## src/rtl/cvb_cfg.svh

```systemverilog
`ifndef CVB_CFG_SVH
`define CVB_CFG_SVH

// Valve count and word widths
`define CVB_NV 13
`define CVB_DW 16
`define CVB_AW 8
`define CVB_DUR_W 12
`define CVB_TICK_W 20

// Command word layout
`define CVB_OP_HI 15
`define CVB_OP_LO 12
`define CVB_OP_ENABLE 4'h1
`define CVB_OP_DURATION 4'h2
`define CVB_OP_AUX 4'h3
`define CVB_OPEN_HI 15
`define CVB_OPEN_LO 13
`define CVB_OPEN_PREFIX 3'h6
`define CVB_PAIR_CMD 16'hE000
`define CVB_PAIR_MASK 13'h1800
`define CVB_AUX_EN12_BIT 0
`define CVB_AUX_DIS_LO 1
`define CVB_AUX_DIS_HI 2

// Addresses
`define CVB_ADDR_WRITE 8'h00
`define CVB_ADDR_POS_NOW 8'h01
`define CVB_ADDR_POS_HIST 8'h02
`define CVB_ADDR_CUR_NOW 8'h03
`define CVB_ADDR_CUR_HIST 8'h04
`define CVB_ADDR_ENABLE 8'h05
`define CVB_ADDR_DURATION 8'h06
`define CVB_ADDR_AUX 8'h07

// Relief valve position in enable order
`define CVB_RELIEF_BIT 10

// Timing
`define CVB_TICK_NS 10000000
`define CVB_CLK_NS 25

`endif

```

## src/rtl/cvb_pkg.sv

```systemverilog
package cvb_pkg;
`include "cvb_cfg.svh"

    typedef struct packed {
        logic wr;
        logic rd;
        logic [`CVB_AW-1:0] addr;
        logic [`CVB_DW-1:0] data;
    } cvb_bus_req_t;

    typedef struct packed {
        logic rvalid;
        logic [`CVB_DW-1:0] rdata;
    } cvb_bus_rsp_t;

    typedef struct packed {
        logic [`CVB_NV-1:0] flag_s1;
        logic [`CVB_NV-1:0] flag_s2;
        logic [`CVB_NV-1:0] flag_prev;
        logic [`CVB_NV-1:0] amp_s1;
        logic [`CVB_NV-1:0] amp_s2;
        logic [`CVB_NV-1:0] amp_prev;
        logic [1:0] press_s1;
        logic [1:0] press_s2;
        logic [`CVB_NV-1:0] enable;
        logic [`CVB_DUR_W-1:0] duration;
        logic [1:0] press_dis;
        logic [`CVB_NV-1:0] pos_hist;
        logic [`CVB_NV-1:0] cur_hist;
        logic [`CVB_NV-1:0][`CVB_DUR_W-1:0] cnt;
        logic [`CVB_TICK_W-1:0] tick_cnt;
        logic [`CVB_NV-1:0] supply_sw;
        logic [`CVB_NV-1:0] open_sw;
        cvb_bus_rsp_t rsp;
    } cvb_state_t;

endpackage

```

## src/rtl/cvb_valve_board.sv

```systemverilog
`timescale 1ns/10ps
`include "cvb_cfg.svh"

module cvb_valve_board
    import cvb_pkg::*;
#(
    parameter int unsigned TICK_CYCLES = `CVB_TICK_NS / `CVB_CLK_NS
)
(
    input wire logic core_clk_i,
    input wire logic arst_n_i,
    input cvb_bus_req_t bus_req_i,
    output cvb_bus_rsp_t bus_rsp_o,
    input wire logic [`CVB_NV-1:0] valve_flag_i,
    input wire logic [`CVB_NV-1:0] valve_amp_i,
    input wire logic vessel_pressure_sensor_a_i,
    input wire logic vessel_pressure_sensor_b_i,
    output logic [`CVB_NV-1:0] supply_sw_o,
    output logic [`CVB_NV-1:0] open_sw_o
);

    // Open-command bit to enable-bit order
    function automatic logic [`CVB_NV-1:0] remap_open(input logic [`CVB_NV-1:0] c);
        logic [`CVB_NV-1:0] e;
        e = c;
        e[0] = c[0];
        e[1] = c[1];
        e[4] = c[2];
        e[5] = c[3];
        e[2] = c[4];
        e[6] = c[5];
        e[3] = c[6];
        e[7] = c[7];
        return e;
    endfunction

    logic rst_s1_q;
    logic rst_n_q;
    cvb_state_t s_q;
    cvb_state_t s_d;
    logic wr_cmd;
    logic rd_cmd;
    logic open_cmd;
    logic tick;
    logic trip;
    logic [`CVB_NV-1:0] open_sel;
    logic [`CVB_NV-1:0] pos_rise;
    logic [`CVB_NV-1:0] cur_rise;
    logic [`CVB_NV-1:0] cnt_nz;
    logic [3:0] opcode;

    // Reset released through two flops so release is clean
    always_ff @(posedge core_clk_i or negedge arst_n_i)
    begin
        if (!arst_n_i)
        begin
            rst_s1_q <= 1'b0;
            rst_n_q <= 1'b0;
        end
        else
        begin
            rst_s1_q <= 1'b1;
            rst_n_q <= rst_s1_q;
        end
    end

    assign opcode = bus_req_i.data[`CVB_OP_HI:`CVB_OP_LO];
    assign wr_cmd = bus_req_i.wr && (bus_req_i.addr == `CVB_ADDR_WRITE);
    assign rd_cmd = bus_req_i.rd;
    assign tick = (s_q.tick_cnt == `CVB_TICK_W'(TICK_CYCLES - 1));
    assign pos_rise = s_q.flag_s2 & ~s_q.flag_prev;
    assign cur_rise = s_q.amp_s2 & ~s_q.amp_prev;
    assign trip = |(s_q.press_s2 & ~s_q.press_dis);

    always_comb
    begin
        open_cmd = 1'b0;
        open_sel = '0;
        if (wr_cmd && bus_req_i.data == `CVB_PAIR_CMD)
        begin
            open_cmd = 1'b1;
            open_sel = `CVB_PAIR_MASK;
        end
        else if (wr_cmd && bus_req_i.data[`CVB_OPEN_HI:`CVB_OPEN_LO] == `CVB_OPEN_PREFIX
                 && $onehot(bus_req_i.data[`CVB_NV-1:0]))
        begin
            open_cmd = 1'b1;
            open_sel = remap_open(bus_req_i.data[`CVB_NV-1:0]);
        end
    end

    always_comb
    begin
        for (int v = 0; v < `CVB_NV; v++)
        begin
            cnt_nz[v] = (s_q.cnt[v] != '0);
        end
    end

    always_comb
    begin
        s_d = s_q;
        // Pins cross in through two flops before use
        s_d.flag_s1 = valve_flag_i;
        s_d.flag_s2 = s_q.flag_s1;
        s_d.flag_prev = s_q.flag_s2;
        s_d.amp_s1 = valve_amp_i;
        s_d.amp_s2 = s_q.amp_s1;
        s_d.amp_prev = s_q.amp_s2;
        s_d.press_s1 = {vessel_pressure_sensor_b_i, vessel_pressure_sensor_a_i};
        s_d.press_s2 = s_q.press_s1;

        // Free-running prescaler; first step of an open may be short
        if (tick)
        begin
            s_d.tick_cnt = '0;
        end
        else
        begin
            s_d.tick_cnt = s_q.tick_cnt + `CVB_TICK_W'(1);
        end

        if (wr_cmd && opcode == `CVB_OP_ENABLE)
        begin
            s_d.enable[`CVB_NV-2:0] = bus_req_i.data[`CVB_NV-2:0];
        end
        if (wr_cmd && opcode == `CVB_OP_DURATION)
        begin
            s_d.duration = bus_req_i.data[`CVB_DUR_W-1:0];
        end
        if (wr_cmd && opcode == `CVB_OP_AUX)
        begin
            s_d.enable[`CVB_NV-1] = bus_req_i.data[`CVB_AUX_EN12_BIT];
            s_d.press_dis = bus_req_i.data[`CVB_AUX_DIS_HI:`CVB_AUX_DIS_LO];
        end

        for (int v = 0; v < `CVB_NV; v++)
        begin
            if (!s_q.enable[v])
            begin
                s_d.cnt[v] = '0;
            end
            else if (open_cmd && open_sel[v] && s_q.duration != '0)
            begin
                s_d.cnt[v] = s_q.duration;
            end
            else if (tick && cnt_nz[v])
            begin
                s_d.cnt[v] = s_q.cnt[v] - `CVB_DUR_W'(1);
            end
        end
        if (open_cmd)
        begin
            // Refused opens still consume the duration
            s_d.duration = '0;
        end

        // History: a new transition beats a same-cycle clearing read
        s_d.pos_hist = s_q.pos_hist | pos_rise;
        s_d.cur_hist = s_q.cur_hist | cur_rise;
        if (rd_cmd && bus_req_i.addr == `CVB_ADDR_POS_HIST)
        begin
            s_d.pos_hist = pos_rise;
        end
        if (rd_cmd && bus_req_i.addr == `CVB_ADDR_CUR_HIST)
        begin
            s_d.cur_hist = cur_rise;
        end

        s_d.supply_sw = s_q.enable;
        s_d.open_sw = cnt_nz & s_q.enable;
        if (trip)
        begin
            // Relief path bypasses enable and duration entirely
            s_d.supply_sw[`CVB_RELIEF_BIT] = 1'b1;
            s_d.open_sw[`CVB_RELIEF_BIT] = 1'b1;
        end

        s_d.rsp.rvalid = rd_cmd;
        s_d.rsp.rdata = '0;
        if (rd_cmd)
        begin
            unique case (bus_req_i.addr)
                `CVB_ADDR_POS_NOW: s_d.rsp.rdata = `CVB_DW'(s_q.flag_s2);
                `CVB_ADDR_POS_HIST: s_d.rsp.rdata = `CVB_DW'(s_q.pos_hist);
                `CVB_ADDR_CUR_NOW: s_d.rsp.rdata = `CVB_DW'(s_q.amp_s2);
                `CVB_ADDR_CUR_HIST: s_d.rsp.rdata = `CVB_DW'(s_q.cur_hist);
                `CVB_ADDR_ENABLE: s_d.rsp.rdata = `CVB_DW'(s_q.enable);
                `CVB_ADDR_DURATION: s_d.rsp.rdata = `CVB_DW'(s_q.duration);
                `CVB_ADDR_AUX: s_d.rsp.rdata = `CVB_DW'(s_q.press_dis);
                default: s_d.rsp.rdata = '0;
            endcase
        end
    end

    // Constant reset keeps both disables clear, so both triggers are live
    always_ff @(posedge core_clk_i or negedge rst_n_q)
    begin
        if (!rst_n_q)
        begin
            s_q <= '0;
        end
        else
        begin
            s_q <= s_d;
        end
    end

    assign bus_rsp_o = s_q.rsp;
    assign supply_sw_o = s_q.supply_sw;
    assign open_sw_o = s_q.open_sw;
endmodule // cvb_valve_board

```

## config.mk

```make
export PLATFORM = sky130hd
export DESIGN_NAME = cvb_valve_board
export DESIGN_NICKNAME = d
export VERILOG_FILES = /design/src/rtl/cvb_pkg.sv /design/src/rtl/cvb_valve_board.sv
export VERILOG_INCLUDE_DIRS = /design/src /design/src/rtl
export SDC_FILE = /design/constraint.sdc
export NUM_CORES = 1
export LEC_CHECK = 0
export BUFFER_PORTS_ARGS = -buffer_cell sky130_fd_sc_hd__buf_2
export CAP_MARGIN = 20
export CORE_MARGIN = 3
export CORE_UTILIZATION = 49
export CTS_BUF_LIST = sky130_fd_sc_hd__clkbuf_4
export DETAILED_ROUTE_END_ITERATION = 10
export GPL_ROUTABILITY_DRIVEN = 0
export PLACE_DENSITY = 0.73
export SYNTH_ARGS = -nofsm -noshare
export SYNTH_HDL_FRONTEND = slang
export SYNTH_SLANG_ARGS = --single-unit
```

## constraint.sdc

```tcl
create_clock -name core_clk_i -period 31.6 [get_ports core_clk_i]
set_input_delay 9.48 -clock core_clk_i [delete_from_list [all_inputs] [get_ports core_clk_i]]
set_output_delay 9.48 -clock core_clk_i [all_outputs]
set_load 0.01 [all_outputs]
```

==> results of run 1 <==
==> cells in the final DEF, fill, tap and decap left out, types with 6 or more instances in the layout <==
cell	n
nor2_1	94
nand3_1	42
nand2_1	99
o211ai_1	14
nor3_1	35
inv_1	82
or4_1	19
nor4_2	9
nor2b_1	15
nor4_1	32
nor3_2	6
fa_1	8
or3_1	19
nor3b_1	7
o21a_1	9
dfrtp_1	352
clkbuf_4	123
mux2_2	10
and3_1	15
a21boi_0	9
a31oi_1	10
nand3b_1	10
nand2b_1	11
xor2_1	60
o21ai_0	176
nor4_4	7
a21oi_1	137
clkinv_2	10
ha_1	18
nand4_1	11
or2_2	10
and2_1	18
buf_4	17
mux2i_1	25
a22oi_1	32
clkinv_1	20
xnor2_1	75
buf_2	95
==> cell type report <==
cell class,count,area (um^2)
tap,448,561
sequential,353,8840
antenna,3,7.51
multi-input combinational,1122,7330
inverter,82,308
fill,3004,15200
clock buffer,123,923
clock inverter,38,238
timing repair buffer,112,603
==> metrics by stage <==
stage	instances	utilization	instance area, um^2	power (mW)	hold slack [ps]
after floorplan	1689	-	17200	0.496	331
after global placement	2117	0.518	17600	0.509	332
after detailed placement	2117	0.518	17600	0.511	335
after CTS	2278	0.552	18800	0.910	345
after global routing	2281	0.553	18800	0.939	347
final	2281	0.553	18800	0.897	343
==> report_power, final <==
| part | switching [mW] | internal, mW | leakage (nW) | total (mW) |
|---|---|---|---|---|
| sequential | 0.00619 | 0.459 | 4.49 | 0.466 |
| clock | 0.194 | 0.200 | 0.685 | 0.394 |
| combinational | 0.0238 | 0.0135 | 3.11 | 0.0373 |
==> layer usage <==
| metal | vias up | wire length [um] |
|---|---|---|
| met5 | - | 29 |
| met4 | 6 | 1350 |
| met3 | 113 | 3210 |
| met2 | 481 | 19900 |
| met1 | 6419 | 18500 |
| li1 | 6073 | - |
==> path summary, 6_finish.rpt <==
kind / start / to / slack, ps
max in group asynchronous: arst_n_i / rst_n_q / 22990
worst max-delay path: bus_req_i[3] / s_q[82] / 16760
worst max register to register: s_q[257] / s_q[82] / 27750
worst min register to register: s_d[336] / s_d[323] / 340
min in group asynchronous: rst_n_q / s_d[329] / 440
worst min-delay path: s_d[336] / s_d[323] / 340
==> kinds of logic after synthesis <==
kind of cell | after synthesis | synth area share
and+or+nand+nor | 507 | 0.175
xor gates and xnor gates | 135 | 0.0690
other | 2 | 0.000438
buffers and inverters | 214 | 0.0582
muxes | 36 | 0.0218
AOI/OAI and AO/OA | 414 | 0.137
adders and majority gates | 26 | 0.0225
DFF | 353 | 0.515
==> registers in the layout (all words and copies together) (netlist names) <==
register and count:
rst_n_q 1, open_sw_o 13, s_q 245, supply_sw_o 13, s_d 66, rst_s1_q 1, bus_rsp_o 14
==> metrics.md, run 1 <==
| Metric | Value |
|---|---|
| Max Fclk | 67.4 MHz |
| Ys flop type | dfrtp_1 |
| Slowest-stage cell, CP | nor2b_1 |
| Initial Util | 0.504 |
| DR vias | between 10000 and 15000 |
| Initial DRC Count | 1015 |
| Io pins | between 90 and 100 |
| Cell row count | 67 |
| Cell area after synthesis | 17100 um^2 |
| Worst path depth | 16 |
| Crit Path Category | input port to flip-flop |
| Root Buffer | clkbuf_4 |
| Nets | ~1800 |
| First-pass DRT Iterations | 5 |
| Final-report hold violation count | 0 |
| Antenna Nets Post-Route | 0 |
| CTS sink count | ~350 |
| Gr usage total | 0.237 |
| Core area | around 34000 um^2 |
| Die height | just under 200 um |
| CP arrival | ~15000 ps |
| Worst Path Max Fanout | 22 |
| Post-CTS sizing | 0 |
| Clk_lat worst skew | about 780 ps |
| Tcrit/Tclk final | 0.469 |
| Clock slew at reported path FFs | 70 ps |
| Worst setup EP type | flip-flop |
| Setup violations, final | 0 |
| Final wirelength | between 40 and 50 mm |
| CP max stage delay | roughly 940 ps |
| Bufs on Longest Clock Path | 3 |
| Most used cell, CP | fa_1 |
| Die ar. | 37300 um^2 |
| Max_cap viols | 0 |
| Grt peak-use layer | met2 |
| Via-to-Cell Ratio | ~5.7 |
| Initial antenna violation count | 7 |
| Most common cell in the netlist | dfrtp_1 |
| R2R depth | 6 |
| Cell variety after synth | 76 |
| Clk_skew | 54.7 ps |
| Seq cells post-synth | about 350 |
| Register area share after synthesis | 0.515 |
| Share of layout cells above drive strength 1 | 0.175 |
| Startpoint types | input port |
| Syn avg cell area | 10.2 um^2 |
| Grt ovf | 0 |
| Largest net degree at the start of global routing | 75 |
| I/O Buffers | 95 |
| Max Slew Vio Count | 0 |
| Slew headroom | 0.249 |
| Ys Warns | 0 |
| Hold-fix buffers at CTS | 0 |
| TritonCTS clock tree | built |
| Fin Setup TNS | 0 ps |
| First-pass GRT wire length | 69.3 mm |
| Detailed placement HPWL | around 27 mm |
| CP bufs+invs | 4 |
| Worst Path Required | 32220 ps |
| CP delay by family, top | adder cells |
| Post-synth top cells | dfrtp_1, o21ai_0, a21oi_1 |
| Worst slew pin tran | around 1100 ps |
| PwrDens | ~48 nW/um^2 |
| CP Cell Sequence | buf_2, fa_1, fa_1, inv_1, fa_1, fa_1, inv_1, fa_1, inv_1, fa_1, a211o_1, a211oi_2, nor2b_1, nand3_1, o21ai_0, a21oi_1 |
| Synth area leader | dfrtp_1 |
| Min cycle time layout | around 15000 ps |
| Post-synth EDFFs | 0 |
| Die width | just under 200 um |
| RSZ-0062 raised after global routing | false |
| Global-route met3 utilization | 0.0524 |
| Met1 Usage GRT | 0.318 |
| Top cells by area, synth | dfrtp_1, o21ai_0, a21oi_1, xnor2_1, xor2_1 |
| Routed wire length per instance | between 15 and 20 um |
| Post-route DRC | 0 |
| Post-synthesis cell count | 1687 |
| Htree depth | 3 |
| Share of synthesized flip-flops with an asynchronous set or reset | 1.00 |
| WHS Path Cells | 0 |
| Min-delay worst type | flip-flop to flip-flop |
| Status | completed |
| GR Util met2 | 0.374 |
| Pre-CTS setup slack | 16130 ps |
| Num CTS Buffers | 90 |
| Leak pwr | 8.28 nW |
| Number of global-route vias before repair | about 13000 |
| Share of the synthesized area in the top cell type | 0.515 |
| Buffer count from post-CTS setup fixing | 0 |
| Final WS setup | between 15000 and 20000 ps |
| Worst IR Drop VDD | 0.0390 mV |
| Synthesis-to-layout area growth | 9.71% |
Power figures use the tool's default switching activity.
==> run 2: changes to the inputs <==
--- a/config.mk
+++ b/config.mk
@@ -6,6 +6,7 @@
 export SDC_FILE = /design/constraint.sdc
 export NUM_CORES = 1
 export LEC_CHECK = 0
+export ABC_AREA = 1
 export BUFFER_PORTS_ARGS = -buffer_cell sky130_fd_sc_hd__buf_2
 export CAP_MARGIN = 20
 export CORE_MARGIN = 3
@@ -13,7 +14,7 @@
 export CTS_BUF_LIST = sky130_fd_sc_hd__clkbuf_4
 export DETAILED_ROUTE_END_ITERATION = 10
 export GPL_ROUTABILITY_DRIVEN = 0
-export PLACE_DENSITY = 0.73
+export PLACE_DENSITY = 0.76
 export SYNTH_ARGS = -nofsm -noshare
 export SYNTH_HDL_FRONTEND = slang
 export SYNTH_SLANG_ARGS = --single-unit
==> constraint.sdc (replaced) <==
create_clock -name core_clk_i -period 13.6 [get_ports core_clk_i]
set_input_delay 4.08 -clock core_clk_i [delete_from_list [all_inputs] [get_ports core_clk_i]]
set_output_delay 4.08 -clock core_clk_i [all_outputs]
set_load 0.01 [all_outputs]
==> run 2 against run 1 <==
- largest power group unchanged
- first-iteration DRC count is 61% higher
- combinational power grew 130%
- critical path type unchanged
- clock power rose by 140%
- setup slack lost 12000 ps
- non-clock buffer count shrank 10
- wire length increased by 12%
- highest routed layer unchanged
- sequential power increased by 130%
==> metrics.md, run 2 <==
| Metric | Value |
|---|---|
| Most common cell in the netlist | nand2_1 |
| Die height | 202 um (+4.7%) |
| Largest register FFs | 245 (unchanged) |
| Post-CTS sizing | 0 (unchanged) |
| RSZ-0062 raised after global routing | false |
| Slowest-stage cell, CP | a21oi_2 |
| Max Fclk | approximately 110 MHz |
| Share of synthesized flip-flops with an asynchronous set or reset | 1.00 (unchanged) |
| Worst IR Drop VDD | 0.0775 mV (+99%) |
| DR vias | 16200 (+24%) |
| WL met2 | 21.2 mm (+6.4%) |
| First-pass DRT Iterations | 6 (+1) |
| Synthesis-to-layout area growth | 8.75% |
| Number of global-route vias before repair | 15600 (+18%) |
| Antenna Nets Post-Route | 0 (unchanged) |
| Footprint of the multi-input gates | 8380 um^2 (+14%) |
| Ys Warns | 0 (unchanged) |
| Top cells by area, synth | dfrtp_1, nand2_1, o21ai_0, inv_1, xor2_1 |
| Logic pwr share | 0.040 (-0.002) |
| Bufs on Longest Clock Path | 3 (unchanged) |
| Min-delay worst type | flip-flop to flip-flop |
| Reg with most FFs | s_q |
| Htree depth | 3 (unchanged) |
| Post-synthesis cell count | 2429 (+44%) |
| Initial DRC Count | 1632 (+61%) |
| TritonCTS clock tree | built |
| Root Buffer | clkbuf_4 |
| Status | completed |
| Seq cells post-synth | 353 (unchanged) |
| Sw Share | 0.249 (about the same) |
| First-pass GRT wire length | 78.9 mm (+14%) |
| Net load switching power | 0.526 mW (+130%) |
| Clock slew at reported path FFs | 70 ps (about the same) |
| Die width | 202 um (+4.7%) |
| Clk pwr share | 0.450 (+0.010) |
| CP max stage delay | 690 ps (-250 ps) |
| Tcrit/Tclk final | 0.649 |
| Syn avg cell area | 7.76 um^2 (-24%) |
| Setup violations, final | 0 (unchanged) |
| Final WS setup | 4770 ps (-11990 ps) |
| Crit Path Category | input port to flip-flop |
| Cell area after synthesis | 18900 um^2 (+10%) |
| Routed wire length per instance | 15.6 um (-17%) |
| Nets | 2575 (+40%) |
| Cell variety after synth | 46 (-39%) |
| R2R depth | 8 (+2) |
| Final wirelength | 48.2 mm (+12%) |
| Post-synth EDFFs | 0 (unchanged) |
| Largest net degree at the start of global routing | 171 (+130%) |
| Final-report hold violation count | 0 (unchanged) |
| Cell row count | 71 (+6.0%) |
| PwrDens | 103 nW/um^2 (+120%) |
| Buffer count from post-CTS setup fixing | 0 (unchanged) |
| Core area | 37800 um^2 (+11%) |
| Leak pwr | 11.4 nW (+38%) |
| Worst setup EP type | flip-flop |
| Ys flop type | dfrtp_1 |
| Num CTS Buffers | 92 (+2.2%) |
| Clk_lat worst skew | 820 ps (+40 ps) |
| WHS Path Cells | 0 (unchanged) |
| Fin Setup TNS | 0 ps (unchanged) |
| Worst Path Max Fanout | 37 (+68%) |
| Min cycle time layout | between 8000 and 9000 ps |
| Slew headroom | 0.371 (+0.122) |
| Initial antenna violation count | 4 (-3) |
| Internal power | 1.58 mW (+130%) |
| Startpoint types | input port |
| Total Power | 2.11 mW (+130%) |
| Share of layout cells above drive strength 1 | 0.121 (-0.0538) |
| Synth area leader | dfrtp_1 |
| CP Cell Sequence | buf_2, fa_1, fa_1, inv_1, fa_1, fa_1, inv_1, fa_1, inv_1, fa_1, nand2_1, nor2_1, nand2_1, nor2_1, nand2_2, clkinv_2, nand3_2, a21oi_2, nand2_1, nand2_1 |
| Worst hold slack | 346 ps (+2.40 ps) |
| Commonest non-fill, non-tap cell in the layout | nand2_1 |
| Gr usage total | 0.238 (+0.00106) |
| I/O Buffers | 95 (unchanged) |
| Hold-fix buffers at CTS | 0 (unchanged) |
| Most used cell, CP | fa_1 |
| WL met1 | 21.2 mm (+14%) |
| Share of the synthesized area in the top cell type | 0.468 (-0.0469) |
| CTS sink count | 353 (unchanged) |
| Max_cap viols | 0 (unchanged) |
| Pre-CTS setup slack | 4120 ps (-12010 ps) |
| CP arrival | 9550 ps (-5900 ps) |
| Highest routed layer | met5 |
| Initial Util | 0.498 (-0.00530) |
| Via-to-Cell Ratio | 5.26 (-8.4%) |
| Io pins | 99 (unchanged) |
| Reg power frac | 0.510 (-0.009) |
| Detailed placement HPWL | 32.0 mm (+18%) |
| Most frequent cells in the layout | nand2_1, dfrtp_1, inv_1 |
| Clk_skew | 76.0 ps (+21.3 ps) |
| Storage element area | 8840 um^2 (unchanged) |
| Worst slew pin tran | 944 ps (-181 ps) |
| Worst Path Required | 14320 ps (-17900 ps) |
| Grt ovf | 0 (unchanged) |
| Post-synth top cells | nand2_1, dfrtp_1, inv_1 |
| Max Slew Vio Count | 0 (unchanged) |
| Register area share after synthesis | 0.468 (-0.0469) |
| Die ar. | 40900 um^2 (+9.7%) |
| Post-route DRC | 0 (unchanged) |
| Number of fill cells in the layout | 3481 (+16%) |
| Met3 Wirelength | 4.17 mm (+30%) |
-- run 2: cell count changes after synthesis, sizes merged, moves of 43 or more --
cell | before | now
nand4 | 11 | 82
nor4 | 48 | 2
nor2 | 96 | 182
nand2 | 100 | 833
inv | 82 | 232
a21oi | 137 | 74
nand3 | 43 | 86
xnor2 | 75 | 30
-- run 2: worst paths after layout --
| check | startpoint | to | slack, ps |
|---|---|---|---|
| setup / recovery | bus_req_i[5] | s_q[155] | 4770 |
| min in group asynchronous | rst_n_q | s_d[293] | 390 |
| setup reg to reg | s_q[253] | s_q[155] | 10230 |
| hold reg to reg | s_d[336] | s_d[323] | 350 |
| max in group asynchronous | arst_n_i | rst_n_q | 10440 |
| hold / removal | s_d[336] | s_d[323] | 350 |
-- run 2: metal layers --
layer | vias to the layer above | global-route usage
li1 | 7849 | -
met1 | 7590 | 0.326
met2 | 651 | 0.365
met3 | 123 | 0.0635
met4 | 2 | 0.0888
met5 | - | 0
-- run 2: final cells by class --
class,instances,share of cell area
repair buffers,102,0.0264
clock buffers,133,0.0487
inverters,234,0.0430
flip-flops and latches,353,0.431
well taps,511,0.0312
multi-input cells,1710,0.409
clock inverters,36,0.0107
diodes,6,0.000732
-- run 2: cells by family (layout without fill, tap and decap cells) --
logic type / after synthesis / count (layout) / share of synthesized area
and+or+nand+nor: 1259 / 1259 / 0.282
buffers and inverters: 368 / 505 / 0.0878
DFF: 353 / 353 / 0.468
AOI/OAI and AO/OA: 295 / 295 / 0.0827
xor gates and xnor gates: 126 / 126 / 0.0585
adders and majority gates: 26 / 26 / 0.0204
other: 2 / 10 / 0.000398
-- run 2: worst max-delay path: cells and delay by family --
kind,cells,cell delay (ps)
fa+ha+maj,6,2710
simple gates,8,1370
compound gates,1,690
buf+inv,5,670
-- run 2: through the flow --
stage | util | cell area [um^2] | instances
floorplan | - | 18900 | 2431
global placement | 0.509 | 19300 | 2910
detailed placement | 0.509 | 19300 | 2910
CTS | 0.542 | 20500 | 3079
global route | 0.542 | 20500 | 3083
finish | 0.542 | 20500 | 3085
-- run 2: power groups by stage --
stage          Clock (mW)  Combinational [mW]  Sequential, mW
3_3_place_gp            0              0.0804            1.09
4_1_cts             0.976              0.0840            1.07
6_report            0.949              0.0841            1.07
2_1_floorplan           0              0.0405            1.10
3_5_place_dp            0              0.0838            1.09
5_1_grt              1.04              0.0943            1.08
==> run 3: changes to the inputs <==
--- a/config.mk
+++ b/config.mk
@@ -6,7 +6,7 @@
 export SDC_FILE = /design/constraint.sdc
 export NUM_CORES = 1
 export LEC_CHECK = 0
-export ABC_AREA = 1
+export ABC_AREA = 0
 export BUFFER_PORTS_ARGS = -buffer_cell sky130_fd_sc_hd__buf_2
 export CAP_MARGIN = 20
 export CORE_MARGIN = 3
==> constraint.sdc (replaced) <==
create_clock -name core_clk_i -period 7.8 [get_ports core_clk_i]
set_input_delay 2.34 -clock core_clk_i [delete_from_list [all_inputs] [get_ports core_clk_i]]
set_output_delay 2.34 -clock core_clk_i [all_outputs]
set_load 0.01 [all_outputs]
==> run 3 against run 2 <==
- the flow now finishes with violations (DRC)
- setup slack lost 3700 ps
- highest routed layer unchanged
- cell count fell by 26%
- critical path depth fell by 3
- hold slack lost 8.4 ps
==> metrics.md, run 3 (synthesized netlist as in run 1, its figures left out) <==
| Metric | Value |
|---|---|
| Worst Path Required | 8380 ps (-5940 ps) |
| Fin cells | 2275 (-26%) |
| Die width | 193 um (-4.5%) |
| Setup violations, final | 0 (unchanged) |
| Min cycle time layout | 6780 ps |
| Internal power | 2.71 mW (+71%) |
| Post-CTS sizing | 0 (unchanged) |
| Buffer count from post-CTS setup fixing | 0 (unchanged) |
| Largest register FFs | 245 (unchanged) |
| Worst IR Drop VDD | 0.174 mV (+120%) |
| Cell row count | 67 (-5.6%) |
| CTS sink count | 353 (unchanged) |
| Detailed placement HPWL | 26.7 mm (-17%) |
| Worst setup EP type | flip-flop |
| Largest net degree at the start of global routing | 196 (+15%) |
| Antenna Nets Post-Route | 0 (unchanged) |
| Fin Setup TNS | 0 ps (unchanged) |
| Max Fclk | roughly 150 MHz |
| TritonCTS clock tree | built |
| First-pass DRT Iterations | 8 (+2) |
| Number of global-route vias before repair | 13100 (-16%) |
| Max Slew Vio Count | 0 (unchanged) |
| Nets | 1843 (-28%) |
| Gr usage total | 0.235 (-0.00314) |
| Final wirelength | 43.2 mm (-10%) |
| Initial antenna violation count | 5 (+1) |
| Max_cap viols | 0 (unchanged) |
| Status | finished with violations |
| Bufs on Longest Clock Path | 3 (unchanged) |
| CP arrival | 7350 ps (-2200 ps) |
| Initial DRC Count | 1224 (-25%) |
| Net load switching power | 0.894 mW (+70%) |
| Worst Path Max Fanout | 22 (-41%) |
| Post-route DRC | 2 (+2) |
| Total Power | 3.61 mW (+71%) |
| Core area | 34000 um^2 (-10%) |
| RSZ-0062 raised after global routing | false |
| Commonest non-fill, non-tap cell in the layout | dfrtp_1 |
| PwrDens | 192 nW/um^2 (+87%) |
| Logic pwr share | 0.042 (+0.002) |
| Initial Util | 0.504 (+0.00530) |
| Via-to-Cell Ratio | 5.74 (+9.2%) |
| Crit Path Category | input port to flip-flop |
| Io pins | 99 (unchanged) |
| Grt ovf | 0 (unchanged) |
| Synthesis-to-layout area growth | 9.66% |
| First-pass GRT wire length | 68.8 mm (-13%) |
| Final WS setup | 1020 ps (-3750 ps) |
| Worst hold slack | 337 ps (-8.36 ps) |
| Clk pwr share | 0.435 (-0.015) |
| Min-delay worst type | flip-flop to async pin |
| Die height | 193 um (-4.5%) |
| Slew headroom | 0.256 (-0.114) |
| Failing checks | DRC |
| Final-report hold violation count | 0 (unchanged) |
| Dpl cells | 2117 (-27%) |
| Routed wire length per instance | 19.0 um (+22%) |
| Hold-fix buffers at CTS | 0 (unchanged) |
| Share of layout cells above drive strength 1 | 0.174 (+0.0531) |
| Clk_skew | 74.6 ps (-1.40 ps) |
| Reg power frac | 0.523 (+0.013) |
| Num CTS Buffers | 90 (-2.2%) |
| Pre-CTS setup slack | 300 ps (-3820 ps) |
| Startpoint types | input port |
| Leak pwr | 8.27 nW (-28%) |
| I/O Buffers | 95 (unchanged) |
| Htree depth | 3 (unchanged) |
| Tcrit/Tclk final | 0.869 |
| Sw Share | 0.248 (-0.00146) |
| Clock slew at reported path FFs | 70 ps (about the same) |
| Most frequent cells in the layout | dfrtp_1, o21ai_0, a21oi_1 |
| Reg with most FFs | s_q |
| Root Buffer | clkbuf_4 |
| Worst slew pin tran | 1120 ps (+172 ps) |
| Clk_lat worst skew | 790 ps (-30 ps) |
| DR vias | 13100 (-19%) |
| Die ar. | 37300 um^2 (-8.8%) |
-- run 3: layout make-up --
cell class              count  area, um^2
diodes                      2        5.00
clock buffers             128         961
clock inverters            28         171
fillers                  2993       15200
inverters                  82         308
multi-input cells        1122        7340
flip-flops and latches    353        8840
well taps                 448         561
repair buffers            112         616
-- run 3: path summary, 6_finish.rpt --
kind	startpoint	to	slack, ps	depth (start not counted)
worst max register to register	s_q[43]	s_q[193]	4670	7
worst min register to register	rst_n_q	s_q[83]	340	0
worst min-delay path	rst_n_q	s_q[83]	340	0
min in group core_clk_i	s_d[300]	s_d[287]	350	0
max in group asynchronous	rst_n_q	s_d[325]	5920	1
worst max-delay path	bus_req_i[5]	s_q[96]	1020	17
-- run 3: critical path: stages --
cell	delay [ps]
buf_2	150
fa_1	510
fa_1	520
inv_1	50
fa_1	500
fa_1	420
inv_1	80
fa_1	180
inv_1	60
fa_1	440
a211o_1	290
a211oi_2	360
nor2b_1	220
buf_4	230
nand3_1	550
o21ai_0	370
a21oi_1	70
-- run 3: metal layers --
metal / vias to the layer above / part of all wire / GRT usage
met5: - / 0.00095 / 0
met3: 97 / 0.077 / 0.0457
met4: 6 / 0.027 / 0.0954
met1: 6346 / 0.43 / 0.322
li1: 6072 / - / -
met2: 539 / 0.46 / 0.369
-- run 3: power by group through the flow --
stage               clock network, mW  logic (mW)  registers (mW)
global placement                    0       0.143            1.92
CTS                              1.61       0.152            1.88
finish                           1.57       0.151            1.89
global route                     1.70       0.172            1.89
floorplan                           0      0.0769            1.93
detailed placement                  0       0.152            1.92
-- run 3: per-stage QoR --
stage	area [um^2]	util
floorplan	17200	-
global placement	17700	0.519
detailed placement	17700	0.519
CTS	18800	0.552
global route	18800	0.552
finish	18800	0.552
